[config.mk]
export PLATFORM = sky130hd
export DESIGN_NAME = tscs_switch
export DESIGN_NICKNAME = d
export VERILOG_FILES = /design/src/logic/tscs_pkg.sv /design/src/logic/tscs_switch.sv
export SDC_FILE = /design/constraint.sdc
export NUM_CORES = 1
export LEC_CHECK = 0
export BUFFER_PORTS_ARGS = -buffer_cell sky130_fd_sc_hd__buf_2
export CORE_ASPECT_RATIO = 1.25
export CORE_MARGIN = 2
export CORE_UTILIZATION = 55
export CTS_CLUSTER_SIZE = 16
export DETAILED_ROUTE_END_ITERATION = 6
export PLACE_DENSITY_LB_ADDON = 0.2
export SETUP_SLACK_MARGIN = 0.02
export SLEW_MARGIN = 20
export SYNTH_ARGS = -nofsm -noshare
export SYNTH_HDL_FRONTEND = slang
export SYNTH_SLANG_ARGS = --single-unit
[constraint.sdc]
create_clock -name clk -period 6.4 [get_ports clk]
set_clock_uncertainty 0.2 [all_clocks]
set_input_delay 0.64 -clock clk [delete_from_list [all_inputs] [get_ports clk]]
set_output_delay 0.64 -clock clk [all_outputs]
set_load 0.03 [all_outputs]
[src/logic/tscs_pkg.sv]
// package: constants and carrier types for the two-speed clock switch
package tscs_pkg;
    // oscillator control register (word offsets are byte addresses)
    localparam logic [3:0] OFS_OSC_CTRL = 4'h0;
    localparam logic [3:0] OFS_CONFIG = 4'h4;
    localparam int SEL_BIT = 0;
    localparam int STATUS_BIT = 3;
    localparam int IFREQ_LSB = 4;
    localparam int IFREQ_W = 3;
    localparam logic [2:0] IFREQ_RESET = 3'h6;
    // config register fields
    localparam int FOSC_LSB = 0;
    localparam int FOSC_W = 3;
    localparam int SWITCHOVER_BIT = 8;
    localparam int PUT_EN_BIT = 9;
    localparam logic [2:0] FOSC_RESET = 3'h1;
    localparam logic SWITCHOVER_RESET = 1'b1;
    localparam logic PUT_EN_RESET = 1'b0;
    localparam logic [2:0] MODE_LOW_POWER = 3'h0;
    localparam logic [2:0] MODE_CRYSTAL = 3'h1;
    localparam logic [2:0] MODE_HIGH_SPEED = 3'h2;
    // start-up counts
    localparam int STARTUP_COUNT = 1024;
    localparam int PUT_MS = 64;
    localparam int CLK_MHZ = 125;
    localparam int PUT_CYCLES = PUT_MS * 1000 * CLK_MHZ;
    // unmapped reads
    localparam logic [31:0] RD_UNMAPPED = 32'h0000_0000;

    typedef enum logic [2:0] {
        ST_POWER_UP = 3'b000,
        ST_RUN_EXT = 3'b001,
        ST_COUNT = 3'b010,
        ST_WAIT_INT_FALL = 3'b011,
        ST_HOLD_LOW = 3'b100,
        ST_SLEEP = 3'b101
    } tscs_state_t;

    typedef struct packed {
        logic int_osc;
        logic ext_osc;
    } tscs_osc_t;
endpackage

[src/logic/tscs_switch.sv]
// two-speed start-up clock source switch with avalon-mm registers
//
// The implementer's own choices: the register addresses and the Avalon-MM register port.
`timescale 1ns/1ps
`default_nettype none
// What this block does
// - with the select bit clear the system clock follows the configured oscillator mode.
// - with the select bit set the system clock runs from the internal oscillator in every state but hold-low, where it is held low.
// - every reset clears the select bit.
// - automatic switching never alters the select bit.
// - the status bit at position 3 shows whether the sequencer is in hold-low or external run, whatever the select bit.
// - in the crystal modes the status bit rises only after the start-up timer expires.
// - sleep during start-up aborts the count and keeps the status bit clear.
// - in a crystal mode without two-speed start-up and with the select bit clear, execution is held until 1024 external cycles are counted.
// - with two-speed start-up, code runs internally while counting, then moves external.
// - two-speed start-up needs switchover enabled, select bit clear and a crystal mode.
// - two-speed start-up begins after power-on (after the power-up timer) and each wake-up.
// - non-crystal modes skip the start-up wait entirely.
// - under two-speed start-up execution starts at once on the internal oscillator.
// - under two-speed start-up, after expiry the status bit waits for a falling edge of the internal oscillator; otherwise it goes to hold-low at once.
// - once set, the clock is held low until the external clock falls, then switches.
module tscs_switch #(
    parameter int PUT_CYC = tscs_pkg::PUT_CYCLES
) (
    input wire logic clk,
    input wire logic nrst,
    input wire tscs_pkg::tscs_osc_t osc_in,
    input wire logic sleep_req,
    input wire logic wake_req,
    input wire logic [3:0] avs_address,
    input wire logic avs_read,
    input wire logic avs_write,
    input wire logic [31:0] avs_writedata,
    output logic [31:0] avs_readdata,
    output logic avs_waitrequest,
    output logic sys_clk,
    output logic exec_en,
    output logic [2:0] int_freq_out
);
    // oscillator pins: two synchroniser stages, then an edge history stage
    tscs_pkg::tscs_osc_t sync1_ff;
    tscs_pkg::tscs_osc_t sync2_ff;
    tscs_pkg::tscs_osc_t prev_ff;

    always_ff @(posedge clk) begin
        sync1_ff <= osc_in;
    end

    always_ff @(posedge clk) begin
        sync2_ff <= sync1_ff;
    end

    always_ff @(posedge clk) begin
        prev_ff <= sync2_ff;
    end

    // edges found on synchronised levels only
    wire logic int_fall = prev_ff.int_osc & ~sync2_ff.int_osc;
    wire logic ext_fall = prev_ff.ext_osc & ~sync2_ff.ext_osc;
    wire logic ext_rise = ~prev_ff.ext_osc & sync2_ff.ext_osc;

    // software-visible bits
    logic sel_ff;
    logic [2:0] ifreq_ff;
    logic [2:0] fosc_ff;
    logic switchover_ff;
    logic put_en_ff;
    logic status_ff;

    // start-up sequencer state
    tscs_pkg::tscs_state_t state_ff;
    tscs_pkg::tscs_state_t nxt_state;
    logic [10:0] su_cnt_ff;
    logic [10:0] nxt_su_cnt;
    logic [31:0] put_cnt_ff;

    // bus side
    logic [31:0] avs_readdata_ff;
    logic avs_wait_ff;

    // avalon decode: taken with waitrequest high, answered one cycle later
    wire logic req = avs_read | avs_write;
    wire logic take = req & avs_wait_ff;
    wire logic ack = req & ~avs_wait_ff;
    wire logic sel_ctrl = avs_address == tscs_pkg::OFS_OSC_CTRL;
    wire logic sel_cfg = avs_address == tscs_pkg::OFS_CONFIG;
    // writes land at the edge where the master sees waitrequest low
    wire logic wr_ctrl = ack & avs_write & sel_ctrl;
    wire logic wr_cfg = ack & avs_write & sel_cfg;
    wire logic rd_take = take & avs_read;

    // readback words
    wire logic [31:0] rd_ctrl = {
        24'h0,
        1'b0,
        ifreq_ff,
        status_ff,
        2'h0,
        sel_ff
    };
    wire logic [31:0] rd_cfg = {
        22'h0,
        put_en_ff,
        switchover_ff,
        5'h0,
        fosc_ff
    };
    wire logic [31:0] rd_mux = sel_ctrl ? rd_ctrl
        : (sel_cfg ? rd_cfg : tscs_pkg::RD_UNMAPPED);

    // waitrequest: high when idle, low for one cycle to answer
    always_ff @(posedge clk) begin
        if (!nrst) begin
            avs_wait_ff <= 1'b1;
        end else begin
            avs_wait_ff <= ~take;
        end
    end

    // read data captured when taken, stands until the next read
    always_ff @(posedge clk) begin
        if (!nrst) begin
            avs_readdata_ff <= 32'h0;
        end else if (rd_take) begin
            avs_readdata_ff <= rd_mux;
        end
    end

    // select bit: only software writes and reset touch it
    always_ff @(posedge clk) begin
        if (!nrst) begin
            sel_ff <= 1'b0;
        end else if (wr_ctrl) begin
            sel_ff <= avs_writedata[tscs_pkg::SEL_BIT];
        end
    end

    // internal frequency select
    always_ff @(posedge clk) begin
        if (!nrst) begin
            ifreq_ff <= tscs_pkg::IFREQ_RESET;
        end else if (wr_ctrl) begin
            ifreq_ff <= avs_writedata[tscs_pkg::IFREQ_LSB +: tscs_pkg::IFREQ_W];
        end
    end

    // oscillator mode configuration
    always_ff @(posedge clk) begin
        if (!nrst) begin
            fosc_ff <= tscs_pkg::FOSC_RESET;
        end else if (wr_cfg) begin
            fosc_ff <= avs_writedata[tscs_pkg::FOSC_LSB +: tscs_pkg::FOSC_W];
        end
    end

    // switchover enable
    always_ff @(posedge clk) begin
        if (!nrst) begin
            switchover_ff <= tscs_pkg::SWITCHOVER_RESET;
        end else if (wr_cfg) begin
            switchover_ff <= avs_writedata[tscs_pkg::SWITCHOVER_BIT];
        end
    end

    // power-up timer enable
    always_ff @(posedge clk) begin
        if (!nrst) begin
            put_en_ff <= tscs_pkg::PUT_EN_RESET;
        end else if (wr_cfg) begin
            put_en_ff <= avs_writedata[tscs_pkg::PUT_EN_BIT];
        end
    end

    // mode decode
    wire logic is_low_power = fosc_ff == tscs_pkg::MODE_LOW_POWER;
    wire logic is_crystal = fosc_ff == tscs_pkg::MODE_CRYSTAL;
    wire logic is_high_speed = fosc_ff == tscs_pkg::MODE_HIGH_SPEED;
    wire logic crystal = is_low_power | is_crystal | is_high_speed;
    wire logic two_speed = switchover_ff & ~sel_ff & crystal;
    wire logic su_done = su_cnt_ff == 11'(tscs_pkg::STARTUP_COUNT);
    wire logic put_expired = put_cnt_ff >= 32'(PUT_CYC);
    wire logic put_done = ~put_en_ff | put_expired;

    // start-up sequencer
    always_comb begin
        nxt_state = state_ff;
        nxt_su_cnt = su_cnt_ff;
        case (state_ff)
            tscs_pkg::ST_POWER_UP: begin
                nxt_su_cnt = 11'h0;
                if (put_done) begin
                    nxt_state = crystal ? tscs_pkg::ST_COUNT : tscs_pkg::ST_RUN_EXT;
                end
            end
            tscs_pkg::ST_COUNT: begin
                if (sleep_req) begin
                    nxt_state = tscs_pkg::ST_SLEEP;
                    nxt_su_cnt = 11'h0;
                end else if (su_done) begin
                    nxt_state = tscs_pkg::ST_WAIT_INT_FALL;
                end else if (ext_rise) begin
                    nxt_su_cnt = su_cnt_ff + 11'h1;
                end
            end
            tscs_pkg::ST_WAIT_INT_FALL: begin
                if (sleep_req) begin
                    nxt_state = tscs_pkg::ST_SLEEP;
                end else if (int_fall | ~two_speed) begin
                    nxt_state = tscs_pkg::ST_HOLD_LOW;
                end
            end
            tscs_pkg::ST_HOLD_LOW: begin
                if (ext_fall) begin
                    nxt_state = tscs_pkg::ST_RUN_EXT;
                end
            end
            tscs_pkg::ST_RUN_EXT: begin
                if (sleep_req) begin
                    nxt_state = tscs_pkg::ST_SLEEP;
                end
            end
            tscs_pkg::ST_SLEEP: begin
                nxt_su_cnt = 11'h0;
                if (wake_req) begin
                    nxt_state = crystal ? tscs_pkg::ST_COUNT : tscs_pkg::ST_RUN_EXT;
                end
            end
            default: begin
                nxt_state = tscs_pkg::ST_POWER_UP;
            end
        endcase
    end

    always_ff @(posedge clk) begin
        if (!nrst) begin
            state_ff <= tscs_pkg::ST_POWER_UP;
        end else begin
            state_ff <= nxt_state;
        end
    end

    always_ff @(posedge clk) begin
        if (!nrst) begin
            su_cnt_ff <= 11'h0;
        end else begin
            su_cnt_ff <= nxt_su_cnt;
        end
    end

    // power-up timer runs only while waiting in its state
    wire logic put_tick = (state_ff == tscs_pkg::ST_POWER_UP) & ~put_done;
    always_ff @(posedge clk) begin
        if (!nrst) begin
            put_cnt_ff <= 32'h0;
        end else if (put_tick) begin
            put_cnt_ff <= put_cnt_ff + 32'h1;
        end
    end

    // status bit: set from hold-low on, clear in start-up and sleep
    wire logic hold_next = nxt_state == tscs_pkg::ST_HOLD_LOW;
    wire logic run_next = nxt_state == tscs_pkg::ST_RUN_EXT;
    wire logic status_set = hold_next | run_next;
    always_ff @(posedge clk) begin
        if (!nrst) begin
            status_ff <= 1'b0;
        end else begin
            status_ff <= status_set;
        end
    end

    // clock select and execution gate
    wire logic in_count = state_ff == tscs_pkg::ST_COUNT;
    wire logic in_wait = state_ff == tscs_pkg::ST_WAIT_INT_FALL;
    wire logic in_startup = in_count | in_wait;
    wire logic use_int = sel_ff | (in_startup & two_speed);
    wire logic hold_low = state_ff == tscs_pkg::ST_HOLD_LOW;
    wire logic run_ext = state_ff == tscs_pkg::ST_RUN_EXT;
    wire logic ext_path = run_ext ? sync2_ff.ext_osc : 1'b0;
    wire logic src_clk = use_int ? sync2_ff.int_osc : ext_path;
    wire logic nxt_sys_clk = hold_low ? 1'b0 : src_clk;
    wire logic nxt_exec = use_int | run_ext;

    // output stage
    logic sys_clk_ff;
    logic exec_ff;
    logic [2:0] int_freq_ff;

    always_ff @(posedge clk) begin
        if (!nrst) begin
            sys_clk_ff <= 1'b0;
        end else begin
            sys_clk_ff <= nxt_sys_clk;
        end
    end

    always_ff @(posedge clk) begin
        if (!nrst) begin
            exec_ff <= 1'b0;
        end else begin
            exec_ff <= nxt_exec;
        end
    end

    always_ff @(posedge clk) begin
        if (!nrst) begin
            int_freq_ff <= tscs_pkg::IFREQ_RESET;
        end else begin
            int_freq_ff <= ifreq_ff;
        end
    end

    assign sys_clk = sys_clk_ff;
    assign exec_en = exec_ff;
    assign int_freq_out = int_freq_ff;
    assign avs_readdata = avs_readdata_ff;
    assign avs_waitrequest = avs_wait_ff;
endmodule // tscs_switch
`default_nettype wire

Yosys cells after proc, flatten, opt, wreduce, memory -nomap -nowiden
Cells that the tools add are included.
{"block": "word_totals", "reg_bits": 100, "inputBits": 44}
{"block": "classes", "add_sub_neg": 2, "order_cmp": 1, "eq_ne": 13, "n_mux": 18, "bitwise_logic": 32, "n_reduce_logical": 7}
{"cell": "$mux 11", "count": 3}
{"cell": "$add 32x1->32 const B", "count": 1}
{"cell": "$ge 32x23->1 const B", "count": 1}
{"cell": "$mux 3", "count": 8}
{"cell": "$pmux 11 s2", "count": 1}
{"cell": "$mux 10", "count": 2}
{"cell": "$pmux 3 s6", "count": 1}
{"cell": "$and 1x1->1", "count": 13}
{"cell": "$add 11x1->11 const B", "count": 1}
{"cell": "$eq 11x11->1 const B", "count": 1}
{"cell": "$not 1->1", "count": 10}
{"cell": "$eq 3x1->1 const B", "count": 3}
{"cell": "$eq 3x2->1 const B", "count": 3}
{"cell": "$eq 3x3->1 const B", "count": 3}
{"cell": "$or 1x1->1", "count": 9}
{"cell": "$logic_not 3->1", "count": 2}
{"cell": "$ne 3x3->1 const B", "count": 2}
{"cell": "$eq 4x3->1 const B", "count": 1}
{"cell": "$logic_not 4->1", "count": 1}
{"cell": "$reduce_or 2->1", "count": 2}
{"cell": "$reduce_and 3->1", "count": 1}
{"cell": "$mux 1", "count": 2}
{"cell": "$mux 2", "count": 1}
{"cell": "$reduce_bool 2->1", "count": 1}

Logic depth before layout (Yosys ltp)
Gate-level depths: netlist of the first run.
{"block": "logic_depth", "ltp_word": 11, "ltp_mapped": 8}

Worst setup path after synthesis of the first run
OpenSTA, ideal clock, no wires.
{"block": "synth_path", "kind": "input -> register", "start": "in avs_address[1]", "end": "reg ifreq_ff[1]", "arrival_ns": 1.896, "required_time_ns": 6.073, "slack_ns": 4.177, "path_stages": 5, "n_path_buf": 1, "cell_sequence": "or3_1 -> or4b_1 -> clkbuf_1 -> mux2i_1 -> nand2_1"}
{"block": "synth_between", "elab_chain_len": 2}
{"element": "start: declaration", "line_no": "tscs_switch.sv:30", "text": "input wire logic [3:0] avs_address,"}
{"element": "$logic_not 4->1", "line_no": "tscs_switch.sv:85", "text": "wire logic sel_ctrl = avs_address == tscs_pkg::OFS_OSC_CTRL;"}
{"element": "$and 1x1->1", "line_no": "tscs_switch.sv:88", "text": "wire logic wr_ctrl = ack & avs_write & sel_ctrl;"}
{"element": "end signal: assignment", "line_no": "tscs_switch.sv:141", "text": "ifreq_ff <= tscs_pkg::IFREQ_RESET;"}
{"element": "end signal: assignment", "line_no": "tscs_switch.sv:143", "text": "ifreq_ff <= avs_writedata[tscs_pkg::IFREQ_LSB +: tscs_pkg::IFREQ_W];"}
{"element": "end: declaration", "line_no": "tscs_switch.sv:64", "text": "logic [2:0] ifreq_ff;"}
No other way between the ends.
A chain may end at the register's enable or synchronous reset.

Worst setup path in the final report of the first run
{"block": "layout_path", "start": "reg put_cnt_ff[24]", "end": "reg put_cnt_ff[12]"}
{"block": "layout_between", "elab_chain_len": 4}
{"element": "start: declaration", "line_no": "tscs_switch.sv:75", "text": "logic [31:0] put_cnt_ff;"}
{"element": "start signal: assignment", "line_no": "tscs_switch.sv:256", "text": "put_cnt_ff <= put_cnt_ff + 32'h1;"}
{"element": "$ge 32x23->1", "line_no": "tscs_switch.sv:181", "text": "wire logic put_expired = put_cnt_ff >= 32'(PUT_CYC);"}
{"element": "$or 1x1->1", "line_no": "tscs_switch.sv:182", "text": "wire logic put_done = ~put_en_ff | put_expired;"}
{"element": "$not 1->1", "line_no": "tscs_switch.sv:251", "text": "wire logic put_tick = (state_ff == tscs_pkg::ST_POWER_UP) & ~put_done;"}
{"element": "$and 1x1->1", "line_no": "tscs_switch.sv:251"}
No other way between the ends.

==> metrics list, run 1 <==
* Power share of the sequential group: 46.9%
- Pin placement for this block handled 82 I/O pins.
- Final Cycle Share: 37.94%
* Transition time of the tightest slew-check pin: 0.8303 ns
- # port buffers: 34
- For this run, the leading register cell type out of synthesis is dfxtp_1.
- The worst register-to-register path begins at put_cnt_ff[24]$_SDFFE_PN0P_.
- The netlist uses 51 different library cells.
- Measured against its own limit, the worst slew margin works out to 44.65%.
* Via count: 2607
- In this run the core area contains 33 standard-cell rows.
* Warnings, synthesis: 0
* Synthesis-to-layout area growth: 9.318%
- The clock drives 77 sinks.
- The final number of hold-violating endpoints is 0.
* Combined area of the multi-input logic cells: 1877 µm²
- In this run the worst hold path is classified as reg -> reg.
- Global routing consumed, over all layers together, 18.47% of the routing resources.
- The root buffer cell chosen for the clock tree is clkbuf_8.
- Detailed-route wire length: 6113 µm
- Setup repair after global routing left no endpoint under its margin.
- The first global-routing pass estimated 10680 µm of wire.
- Share of synthesized area occupied by flip-flops and latches: 42.67%
- Finished Cell Area: 3949 µm²
- In this run the cell area of the synthesized design comes to 3612 µm².
- 0 antenna diodes ended up in the layout.
* Static Leakage: 1.664 nW
- Post-route minimum period: 2.428 ns
* Clock Latency Late Sink: roughly 0.35 ns
- Clock share of power: a little over a third
- STA puts the critical path data arrival time at between 2 and 2.5 ns.
- Total setup buffers inserted after CTS: 0
* Number of cells traversed by the worst register-to-register path: 6
- Sequential cell area in the final layout: 1541 µm²
* CP Capture Type: flip-flop
- Max-cap violations in this run came to 0.
- Summed over all nets, the half-perimeter wirelength after detailed placement is 4207 µm.
- In this run the cell area measured after placement is roughly 3700 µm².
- Average cell area after synthesis: 9.407 µm²
- Vias in the first global route: about 2500
- Number of synthesized flops with an enable pin: 0
- H-tree depth reported by CTS: 3
- The region available for standard cell placement spans between 6000 and 7000 µm².
* Synth async-reset ratio: 0%
* R2r endpoint: put_cnt_ff[12]$_SDFFE_PN0P_
- Resize count post-CTS: 0
- The first TritonRoute pass finished after 4 iterations.
- End of the critical path: put_cnt_ff[12]$_SDFFE_PN0P_
- Across the VDD grid, the largest voltage drop is 216.3 µV.
- The longest clock path from root to sink contains 2 buffers.
- Switching portion of total power: 29.40%
- Accumulated negative setup slack: 0 ns
- Based on the critical path, the design can be clocked at up to 411.8 MHz.
* Synthesized instance count: approximately 380
- The commonest cells after synthesis are 77 x dfxtp_1, 29 x and2_1, 27 x nand2_1.
- Power share of the combinational group: 17.5%
- Internal power consumption: 798.8 µW
- At the placement stage, the worst setup path has a slack of 3.969 ns.
- Overall die width: 76.49 µm
* Critical Setup Path Class: reg -> reg
* DRC violation count after routing: 0
- STA classifies the critical path startpoint as a flip-flop.
- Number of clock buffers inserted by TritonCTS: 9
- Clock transition at the registers of the reported paths: approximately 0.08 ns
* Floorplan die area: 7236 µm²
* Global-route congestion overflow total: 0
- Initial antenna violation count: 0
- The max-slew violation total from the final report was 0.
- Ratio of routed vias to standard cells: 5.152
- Height of the die: around 95 µm
* FF+latch count, synth: 77
- Launch point of the worst path: put_cnt_ff[24]$_SDFFE_PN0P_
- Buffers inserted to repair hold after CTS numbered 0.
- Power per cell area: between 200 and 300 nW/µm²
- Detailed Route Iter0 Violations: around 110
- STA puts the critical path data required time at 6.44 ns.
* Net switching power of the design: 332.7 µW
* Worst-case setup margin in the final layout: a little under 4 ns
- Dividing the detail-routed wire length by the instance count gives about 12 µm.
- Starting Density: 56.08%
- By area the synthesized netlist is led by dfxtp_1 43%, xor2_1 6.1%, buf_4 5.2%.
- Most instantiated library cell after synthesis: dfxtp_1
- Cell type with the largest total area after synthesis: dfxtp_1
- Pin count of the biggest net entering global routing: 59
* Number of antenna-violating nets in the routed design: 0
- TritonCTS built the clock tree.
- In this run the worst path has a maximum fanout of 23.
* Share of layout cells above drive strength 1: roughly 16%
- # fillers: around 600
- Post-layout nets: 462
- The congestion estimate from routability-driven global placement came to 0.8282.
* Final setup viols: 0
- The top cell type by area accounts for 42.67% of the synthesized area.
* Run status: finished, final reports clean
- In this run the register-to-register setup slack is roughly 4 ns.
==> critical path: stages (launching register included) <==
cell       delay, ns
dfxtp_1         0.31
nor4_1          0.33
and4b_1         0.32
o2111ai_4       0.43
nor4_1          0.47
xor2_1          0.10
and2_1          0.16
==> through the flow <==
step | power, mW | instances | hold WS, ns | utilization [%]
floorplan | 0.7175 | 406 | 0.1096 | -
global placement | 0.7380 | 490 | 0.1179 | 57.87
detailed placement | 0.7401 | 490 | 0.1150 | 57.87
CTS | 1.143 | 506 | 0.1424 | 61.31
global route | 1.200 | 506 | 0.1477 | 61.31
finish | 1.131 | 506 | 0.1366 | 61.31
==> layout make-up <==
cell class	instances	area share [%]
clock buffer	10	3.232
inverter	6	0.5703
tap	87	2.757
sequential	77	39.04
clock inverter	6	2.376
timing repair buffer	35	4.499
multi-input combinational	285	47.53
==> how the worst min path moves through the flow <==
stage,cells after the start,start,slack (ns),to
finish,0,sync1_ff[1]$_DFF_P_,0.14,sync2_ff[1]$_DFF_P_
CTS,0,sync1_ff[0]$_DFF_P_,0.14,sync2_ff[0]$_DFF_P_
detailed placement,0,sync1_ff[0]$_DFF_P_,0.12,sync2_ff[0]$_DFF_P_
floorplan,0,sync1_ff[0]$_DFF_P_,0.11,sync2_ff[0]$_DFF_P_
global placement,0,sync1_ff[1]$_DFF_P_,0.12,sync2_ff[1]$_DFF_P_
global route,0,sync1_ff[0]$_DFF_P_,0.15,sync2_ff[0]$_DFF_P_
==> routing by layer <==
layer  part of all wire [%]  up-vias  wire length, µm  track usage, %
met5                      0        -                0               0
met4                    1.8        0              112           8.485
met3                    3.2        8              193           5.545
met2                     49       36             2991           32.67
met1                     46     1227             2816           20.54
li1                       -     1336                -               -
==> registers in the layout (all words and copies together) (netlist names), 2 cells and up <==
| name | count |
|---|---|
| prev_ff | 2 |
| put_cnt_ff | 32 |
| int_freq_out | 3 |
| ifreq_ff | 3 |
| sync2_ff | 2 |
| fosc_ff | 3 |
| su_cnt_ff | 11 |
| avs_readdata | 9 |
| state_ff | 3 |
| sync1_ff | 2 |
==> power groups by stage <==
stage | registers (mW) | logic (mW) | clock network, mW
final | 0.531 | 0.198 | 0.403
after CTS | 0.531 | 0.199 | 0.414
after detailed placement | 0.542 | 0.198 | 0
after global placement | 0.541 | 0.197 | 0
after floorplan | 0.531 | 0.186 | 0
after global routing | 0.536 | 0.226 | 0.438
==> cells in the final DEF, fill, tap and decap left out, drive strengths merged, types with 3 or more instances in the layout <==
cell type,n
clkbuf,10
a22oi,8
a21oi,10
nand2b,8
or3,5
and2,29
mux2i,14
nor3b,3
o21ai,3
nand2,27
and3,4
nand3,11
nand4,12
ha,4
conb,23
xnor2,3
dfxtp,77
inv,8
xor2,25
nor4,8
nor3,19
buf,35
nor2b,20
nor2,22
a21boi,3
==> cell families after synthesis <==
logic type	share of synthesized area, %
and+or+nand+nor	29.06
AOI/OAI and AO/OA	8.140
DFF	42.67
buffers and inverters	7.655
muxes	4.191
other	0.1038
adders and majority gates	1.386
xor gates and xnor gates	6.789
(Power assumes the default switching activity.)
==> inputs of run 2 (changes only) <==
--- a/config.mk
+++ b/config.mk
@@ -5,6 +5,7 @@
 export SDC_FILE = /design/constraint.sdc
 export NUM_CORES = 1
 export LEC_CHECK = 0
+export ABC_AREA = 1
 export BUFFER_PORTS_ARGS = -buffer_cell sky130_fd_sc_hd__buf_2
 export CORE_ASPECT_RATIO = 1.25
 export CORE_MARGIN = 2
==> constraint.sdc (replaced) <==
create_clock -name clk -period 2.3 [get_ports clk]
set_clock_uncertainty 0.2 [all_clocks]
set_input_delay 0.23 -clock clk [delete_from_list [all_inputs] [get_ports clk]]
set_output_delay 0.23 -clock clk [all_outputs]
set_load 0.03 [all_outputs]
==> run 2 against run 1 <==
  * Critical path depth rose by 2
  * Sequential power increased to 2.7 times the previous value
  * Cell count grew 42%
  * First-iteration DRC count is 65% higher
  * Hold slack worse by 0.12 ns
  * Synthesized cell count grew 49%
  * Global-route usage rose by 3.1 points
  * Critical endpoint is now su_cnt_ff[1]$_SDFFE_PN0P_
  * Largest cell class unchanged
==> metrics list, run 2 <==
* Clock transition at the registers of the reported paths: 0.09 ns (about the same)
* I/O pins: 82 (unchanged)
* Placed instance count: 689 (+41%)
* Gr busiest metal: met2
- Warnings, synthesis: 0 (unchanged)
* Number of sinks on the clock net: 77 (unchanged)
- The peak ir drop on the vdd network came to 548.1 µV (+150%).
* Fraction of synthesized cell area taken by the top area cell type: 37.41% (-5.3 points)
- The number of standard-cell rows in the floorplan came to 35 (+6.1%).
* Tot GR Track Use: 21.60% (+3.1 points)
- Overall die width: 81.42 µm (+6.4%)
* Maximum clock path buffer count: 2 (unchanged)
* Power share of the sequential group: 46.4% (-0.5 points)
- The startpoint identified for the worst register-to-register timing path is su_cnt_ff[0]$_SDFFE_PN0P_.
- Global placement routability congestion: 0.8965 (+8.2%)
- Biggest area contributors in the synthesized netlist: dfxtp_1 37%, nand2_1 12%, inv_1 6.3%
- The slowest stage of the critical path is the dfxtp_1 cell.
* Power per cell area: 669.8 nW/µm² (+130%)
- After synthesis, the largest family of logic cells by area is simple AND/OR/NAND/NOR gates.
- By startpoint and endpoint, the worst setup path is classified as reg -> reg.
- Complex-gate fraction of the synthesized area: 10.57% (+2.4 points)
* FF+latch count, synth: 77 (unchanged)
- The number of cells on the worst reg-to-reg path came to 8 (+2).
- Starting Density: 56.34% (+0.26 points)
* Maximum single-stage delay on the critical path: 0.42 ns (-0.05 ns)
* Post-synthesis share of cell area spent on and, or, nand and nor gates: 33.16% (+4.1 points)
- Highest-count cells in the layout ignoring fill and taps: 136 x nand2_1, 77 x dfxtp_1, 69 x inv_1
- The final sum of negative setup slack was 0 ns (unchanged).
- Ranking of synthesized cells by instance count: 136 x nand2_1, 77 x dfxtp_1, 69 x inv_1
- The number of standard cells in the layout, taps in and fillers out came to 717 (+42%).
- Hold Path Cell Cnt: 4 (+4)
- Antenna cell count: 0 (unchanged)
- Launch point of the worst path: su_cnt_ff[0]$_SDFFE_PN0P_
* Power share of the combinational group: 18.9% (+1.4 points)
- Minimum setup slack after placement: 0.2994 ns (-3.669 ns)
- The worst endpoint required time came to 2.35 ns (-4.09 ns).
- Total setup buffers inserted after CTS: 0 (unchanged)
- Global-route wire length before repair: 14010 µm (+31%)
- The sequential share of the synthesized area came to 37.41% (-5.3 points).
- The fraction of final layout cells sized beyond drive strength 1 is 18.40% (+1.9 points).
- Hold_buf cts: 12 (+12)
* GR Layer Usage met2: 36.82% (+4.2 points)
- Initial antenna violation count: 0 (unchanged)
* Met1 Use GR: 26.01% (+5.5 points)
- The number of I/O port buffers is 34 (unchanged).
* Mapped Area: 4120 µm² (+14%)
* Mux contribution to synthesized area: 0% (-4.2 points)
- The total overflow reported by the global router is 0 (unchanged).
- The worst setup path is launched from a flip-flop.
- The remaining antenna violation count after routing was 0 (unchanged).
- Floorplan die area: 8204 µm² (+13%)
- The root buffer cell chosen for the clock tree is clkbuf_8.
- The routed wirelength normalized by instance count came to 11.59 µm (-4.1%).
- The total internal power came to 2.066 mW (+160%).
- Number of synthesized flops with an enable pin: 0 (unchanged)
- H-tree depth reported by CTS: 3 (unchanged)
* Pin count of the biggest net entering global routing: 35 (-41%)
- The met3 track utilization from global routing was 3.315% (-2.2 points).
- Static Leakage: 1.937 nW (+16%)
* Max-capacitance violation count: 0 (unchanged)
- The final critical-path setup slack is 0.3143 ns (-3.657 ns).
- Most common cell after layout, fill and taps aside: nand2_1
* Max frequency: 503.6 MHz (+22%)
- The number of fill cells is 673 (+15%).
- The fraction of the core area covered by cells at the end of the flow was 63.03% (+1.7 points).
* Startpoint of the most critical hold path: avs_address[3]
- The total number of vias came to 3587 (+38%).
- Synthesized instance count: 571 (+49%)
- Clock share of power: 34.6% (-1.0 points)
- Most instantiated library cell after synthesis: nand2_1
- Clock Latency Late Sink: 0.37 ns (+0.02 ns)
- Half-perimeter wire length after detailed placement: 5882 µm (+40%)
- Setup repair after global routing left no endpoint under its margin.
- The switching power summed over all nets is 1.022 mW (+210%).
- DRC violation count after routing: 0 (unchanged)
- Top register by number of flip-flops: put_cnt_ff
- The number of global-route vias before repair came to 3307 (+32%).
* Overall power of the completed layout: 3.087 mW (+170%)
- Final setup viols: 0 (unchanged)
* Number of distinct standard cells referenced by the synthesized netlist: 41 (-20%)
* Detailed-route wire length: 8309 µm (+36%)
* Ratio of routed vias to standard cells: 5.003 (-2.9%)
- Detailed Route Iter0 Violations: 185 (+65%)
- Final Cycle Share: 86.33% (+48 points)
- Most frequent CP cell: nor2_1
- Arrival time at the worst endpoint: 2.04 ns (-0.43 ns)
- The worst setup path is captured at a flip-flop.
- For this run, the leading register cell type out of synthesis is dfxtp_1.
* Post-route minimum period: 1.986 ns (-0.4427 ns)
- Synth async-reset ratio: 0% (unchanged)
* Core area: 7313 µm² (+14%)
- The number of buffers inserted during clock tree synthesis is 9 (unchanged).
- Number of optimization iterations in the first detailed-route pass: 4 (unchanged)
- Final hold violation count: 0 (unchanged)
- Cell type with the largest total area after synthesis: dfxtp_1
- The net switching fraction of the power came to 33.09% (+3.7 points).
- The biggest fanout along the worst timing path was 15 (-35%).
- Critical path, cell by cell: inv_1 -> ha_1 -> nand4_1 -> nor2_1 -> o21ai_1 -> nand2_2 -> o21ai_4 -> nor2_1
- The min-delay analysis places its worst path in the category in -> reg.
- The die height is 100.8 µm (+6.5%).
- The number of flip-flops in the largest register is 32 (unchanged).
- Synthesis-to-layout area growth: 11.87%
* Average cell area after synthesis: 7.216 µm² (-23%)
* Post-synthesis share of cell area spent on full adders, half adders and majority gates: 1.215% (-0.17 points)
- The max-slew violation total from the final report is 0 (unchanged).
* Resize count post-CTS: 0 (unchanged)
- The count of nets after finishing is 668 (+45%).
- TritonCTS built the clock tree.
* Run status: finished, final reports clean
- Post-synthesis xor/xnor area fraction: 4.464% (-2.3 points)
## run 2: changes by cell type in the layout (fill, tap and decap cells not counted), sizes merged, moves of 8 or more
cell,delta
xor2,-10
o21ai,+21
nand3,+15
dlygate4sd3,+12
nand2b,-8
and2,-29
nor2,+40
nor2b,-20
nand2,+127
mux2i,-14
inv,+74
a21oi,+32
## run 2: routing by layer
metal / share of wire, % / wire, µm
met1: 46 / 3808
met2: 49 / 4110
met3: 3.0 / 251
met4: 1.7 / 139
met5: 0 / 0
## run 2: final timing paths
check                           slack (ns)                      endpoint
worst max-delay path                  0.31     su_cnt_ff[1]$_SDFFE_PN0P_
worst min-delay path                  0.02  avs_readdata[2]$_SDFFE_PN0P_
worst max register to register        0.31     su_cnt_ff[1]$_SDFFE_PN0P_
worst min register to register        0.13           sync2_ff[0]$_DFF_P_
## run 2: power by group through the flow
stage | Combinational (mW) | Sequential (mW) | Clock (mW)
2_1_floorplan | 0.464 | 1.47 | 0
3_3_place_gp | 0.553 | 1.46 | 0
3_5_place_dp | 0.565 | 1.46 | 0
4_1_cts | 0.584 | 1.43 | 1.09
5_1_grt | 0.653 | 1.44 | 1.15
6_report | 0.585 | 1.43 | 1.07
## run 2: layout make-up
class,count,area [µm²],area share (%)
clock buffer,9,123.9,2.687
inverter,78,292.8,6.352
timing repair buffer,50,332.8,7.220
clock inverter,7,81.33,1.764
sequential,77,1541,33.44
multi-input combinational,404,2122,46.04
tap,92,115.1,2.497
## run 2: critical path, delay by kind of cell, from the launching register on
family | cells | cell delay [ns]
AOI/OAI and AO/OA | 2 | 0.49
and+or+nand+nor | 4 | 0.46
DFF | 1 | 0.42
adders and majority gates | 1 | 0.21
buffers and inverters | 1 | 0.08
## run 2: stage by stage
| stage | area [µm²] | hold WS (ns) |
|---|---|---|
| 3_3_place_gp | 4284 | 0.1103 |
| 2_1_floorplan | 4203 | 0.05772 |
| 5_1_grt | 4609 | 0.01897 |
| 6_report | 4609 | 0.01620 |
| 4_1_cts | 4609 | 0.003255 |
| 3_5_place_dp | 4284 | 0.1151 |
## run 2: cells by family (layout without fill, tap and decap cells)
logic type,after synthesis,after routing
flip-flops,77,77
AND/OR/NAND/NOR,285,285
AO/OA/AOI/OAI,71,71
other,1,23
adder cells (fa/ha/maj),4,4
buffers and inverters,112,144
XOR/XNOR,21,21
==> inputs of run 3 (changes only) <==
--- a/config.mk
+++ b/config.mk
@@ -5,14 +5,13 @@
 export SDC_FILE = /design/constraint.sdc
 export NUM_CORES = 1
 export LEC_CHECK = 0
-export ABC_AREA = 1
 export BUFFER_PORTS_ARGS = -buffer_cell sky130_fd_sc_hd__buf_2
 export CORE_ASPECT_RATIO = 1.25
-export CORE_MARGIN = 2
-export CORE_UTILIZATION = 55
+export CORE_MARGIN = 1
+export CORE_UTILIZATION = 54
 export CTS_CLUSTER_SIZE = 16
 export DETAILED_ROUTE_END_ITERATION = 6
-export PLACE_DENSITY_LB_ADDON = 0.2
+export PLACE_DENSITY = 0.8
 export SETUP_SLACK_MARGIN = 0.02
 export SLEW_MARGIN = 20
 export SYNTH_ARGS = -nofsm -noshare
==> run 3 against run 2 <==
  * Design area down 9.3%
  * Register-to-register slack worse by 0.19 ns
  * Count of clock-buffer cells in the layout unchanged
  * Sequential power about the same
  * Flip-flop and latch count unchanged
  * Combinational power up 17%
  * Cell count down 26%
  * Power down 0.23%
  * Setup slack worse by 0.19 ns
  * Fmax down 8.7%
  * Critical endpoint is now put_cnt_ff[18]$_SDFFE_PN0P_
  * Largest power group unchanged
==> metrics list, run 3 (synthesized netlist as in run 1, its figures left out) <==
- Run status: finished, final reports clean
- The post-layout minimum cycle time is 2.175 ns (+0.1888 ns).
* Maximum clock path buffer count: 2 (unchanged)
- Max reg flops: 32 (unchanged)
* Post-layout nets: 491 (-26%)
* Final hold violation count: 0 (unchanged)
* Peak fanout along the critical path: 9 (-6)
* Critical Setup Path Class: reg -> reg
- The placed wire-length estimate after detailed placement came to 4470 µm (-24%).
- R2r endpoint: put_cnt_ff[18]$_SDFFE_PN0P_
* Number of clock buffers inserted by TritonCTS: 9 (unchanged)
* Worst path bufs/invs: 1 (unchanged)
- Global-route congestion overflow total: 0 (unchanged)
- Core Rows: 32 (-8.6%)
- The worst hold path begins at sleep_req.
- The count of max-cap constraint violations came to 0 (unchanged).
- Synthesis-to-layout area growth: 15.73%
- Top register by number of flip-flops: put_cnt_ff
- Number of sinks on the clock net: 77 (unchanged)
* Arrival time at the worst endpoint: 2.21 ns (+0.17 ns)
- The number of global-route vias before repair came to 2555 (-23%).
- The slack of the worst reg-to-reg path came to 0.13 ns (-0.19 ns).
- The total wire length after detailed routing came to 6599 µm (-21%).
- Number of antenna-violating nets in the routed design: 0 (unchanged)
- The H-tree level count was 3 (unchanged).
* Floorplan die area: 7022 µm² (-14%)
* CP required: 2.33 ns (-0.02 ns)
- Core area: 6326 µm² (-13%)
- Classification of the worst-slack hold path: in -> reg
* Post-Route Hold Slack: 0.1167 ns (+0.1005 ns)
- The worst hold path stage count is 4 (unchanged).
- The detailed-routing iteration count for the pre-antenna-repair pass was 4 (unchanged).
- Overall die width: 75.16 µm (-7.7%)
- Height of the die: 93.44 µm (-7.3%)
- The final sum of negative setup slack came to 0 ns (unchanged).
* CTS tree: built
- Max frequency: 459.9 MHz (-8.7%)
* CP Capture Type: flip-flop
- The number of I/O port buffers is 34 (unchanged).
* Root buffer cell: clkbuf_8
* Highest-count cells in the layout ignoring fill and taps: 77 x dfxtp_1, 34 x buf_2, 29 x and2_1
- The starting density of the core came to 57.10% (+0.76 points).
* Number of cells traversed by the worst register-to-register path: 7 (-1)
* Static Leakage: 1.786 nW (-7.8%)
- The number of I/O pins was 82 (unchanged).
- The wire length of the first global-routing pass was 11140 µm (-20%).
* Clock Latency Late Sink: 0.34 ns (-0.03 ns)
* Largest delay share family, worst path: simple AND/OR/NAND/NOR gates
- The number of setup violations in the final report is 0 (unchanged).
- Wire length per cell: 12.40 µm (+7.0%)
- Placed cell areas: 3815 µm² (-11%)
- Pin count of the biggest net entering global routing: 56 (+60%)
* Ratio of routed vias to standard cells: 5.216 (+4.3%)
- The slowest stage of the critical path is the dfxtp_1 cell.
* Initial antenna violation count: 0 (unchanged)
* Via count: 2775 (-23%)
* Maximum single-stage delay on the critical path: 0.36 ns (-0.06 ns)
- Max IR drop VDD: 674.9 µV (+23%)
- The final instance area was 4180 µm² (-9.3%).
- Share of layout cells above drive strength 1: 19.69% (+1.3 points)
* Clock transition at the registers of the reported paths: 0.08 ns (about the same)
- The power per standard cell area came to 736.9 nW/µm² (+10%).
- Startpoint Class: flip-flop
- Detailed Route Iter0 Violations: 92 (-50%)
- Worst hold path endpoint: state_ff[1]$_SDFF_PN0_
- The number of inserted diodes was 0 (unchanged).
* Global placement routability congestion: 0.8322 (-7.2%)
- The total routing usage reported by global routing was 20.80% (-0.79 points).
- Leaving out fill and tap cells, the most frequent cell in the layout is dfxtp_1.
* Final Cycle Share: 94.54% (+8.2 points)
* Number of max-slew violations in the final report: 0 (unchanged)
* DRC violation count after routing: 0 (unchanged)
- The worst register-to-register path begins at put_cnt_ff[10]$_SDFFE_PN0P_.
- Critical path, cell by cell: o31a_1 -> nor4_4 -> o2111ai_4 -> buf_4 -> nor3_2 -> nand3_1 -> mux2i_1
* Setup repair after global routing missed its margin: yes
-- run 3: cell types whose count changed in the layout (fill, tap and decap cells not counted), moves of 20 or more --
cell	delta
nor2_1	-35
inv_1	-63
nor2b_1	+20
nand2_1	-109
and2_1	+29
-- run 3: final cells by class --
type / count / area, µm²
Clock buffer: 9 / 123.9
Timing Repair Buffer: 64 / 431.7
Clock inverter: 6 / 65.06
Multi-Input combinational cell: 285 / 1889
Tap cell: 85 / 106.4
Sequential cell: 77 / 1541
Fill cell: 515 / 2146
Inverter: 6 / 22.52
-- run 3: through the flow --
step	util, %	cells	power (mW)	worst slack, ns
after floorplan	-	406	1.997	0.2797
after global placement	60.30	500	2.102	0.1116
after detailed placement	60.30	500	2.115	0.1065
after CTS	65.35	528	3.098	0.07893
after global routing	66.08	532	3.248	0.002298
final	66.08	532	3.080	0.1255
-- run 3: timing repair --
item / 4_1_cts / 5_1_grt
endpoints found under the setup margin: 0 / 13
endpoints found under the hold margin: 13 / 0
hold buffers: 13 / 0
resized for setup: 0 / 4
buffers inserted: 0 / 4
-- run 3: per-layer routing --
layer  wire length [µm]  GRT usage, %  share of wire [%]  vias to the layer above
met2               3356         34.98                 51                       48
li1                   -             -                  -                     1390
met5                  0             0                  0                        -
met4                126         9.105                1.9                        0
met1               2929         24.80                 44                     1329
met3                186         4.849                2.8                        8
-- run 3: worst max-delay path by stage --
stage,from,endpoint,cells after the start
global placement,put_cnt_ff[24]$_SDFFE_PN0P_,put_cnt_ff[3]$_SDFFE_PN0P_,6
global route,put_cnt_ff[10]$_SDFFE_PN0P_,put_cnt_ff[18]$_SDFFE_PN0P_,7
CTS,put_cnt_ff[10]$_SDFFE_PN0P_,put_cnt_ff[3]$_SDFFE_PN0P_,6
finish,put_cnt_ff[10]$_SDFFE_PN0P_,put_cnt_ff[18]$_SDFFE_PN0P_,7
floorplan,put_cnt_ff[17]$_SDFFE_PN0P_,status_ff$_SDFF_PN0_,6
detailed placement,put_cnt_ff[10]$_SDFFE_PN0P_,put_cnt_ff[3]$_SDFFE_PN0P_,6
-- run 3: power breakdown --
group	internal [mW]	leakage (nW)	switching [mW]
Combinational	0.275	1.07	0.411
Clock	0.495	0.0950	0.478
Sequential	1.39	0.624	0.0325
Total	2.16	1.79	0.921
-- run 3: tightest hold or removal path, delay by kind of cell --
family | cells | cell delay [ns]
AOI/OAI and AO/OA | 2 | 0.22
buffers and inverters | 1 | 0.12
and+or+nand+nor | 1 | 0.05
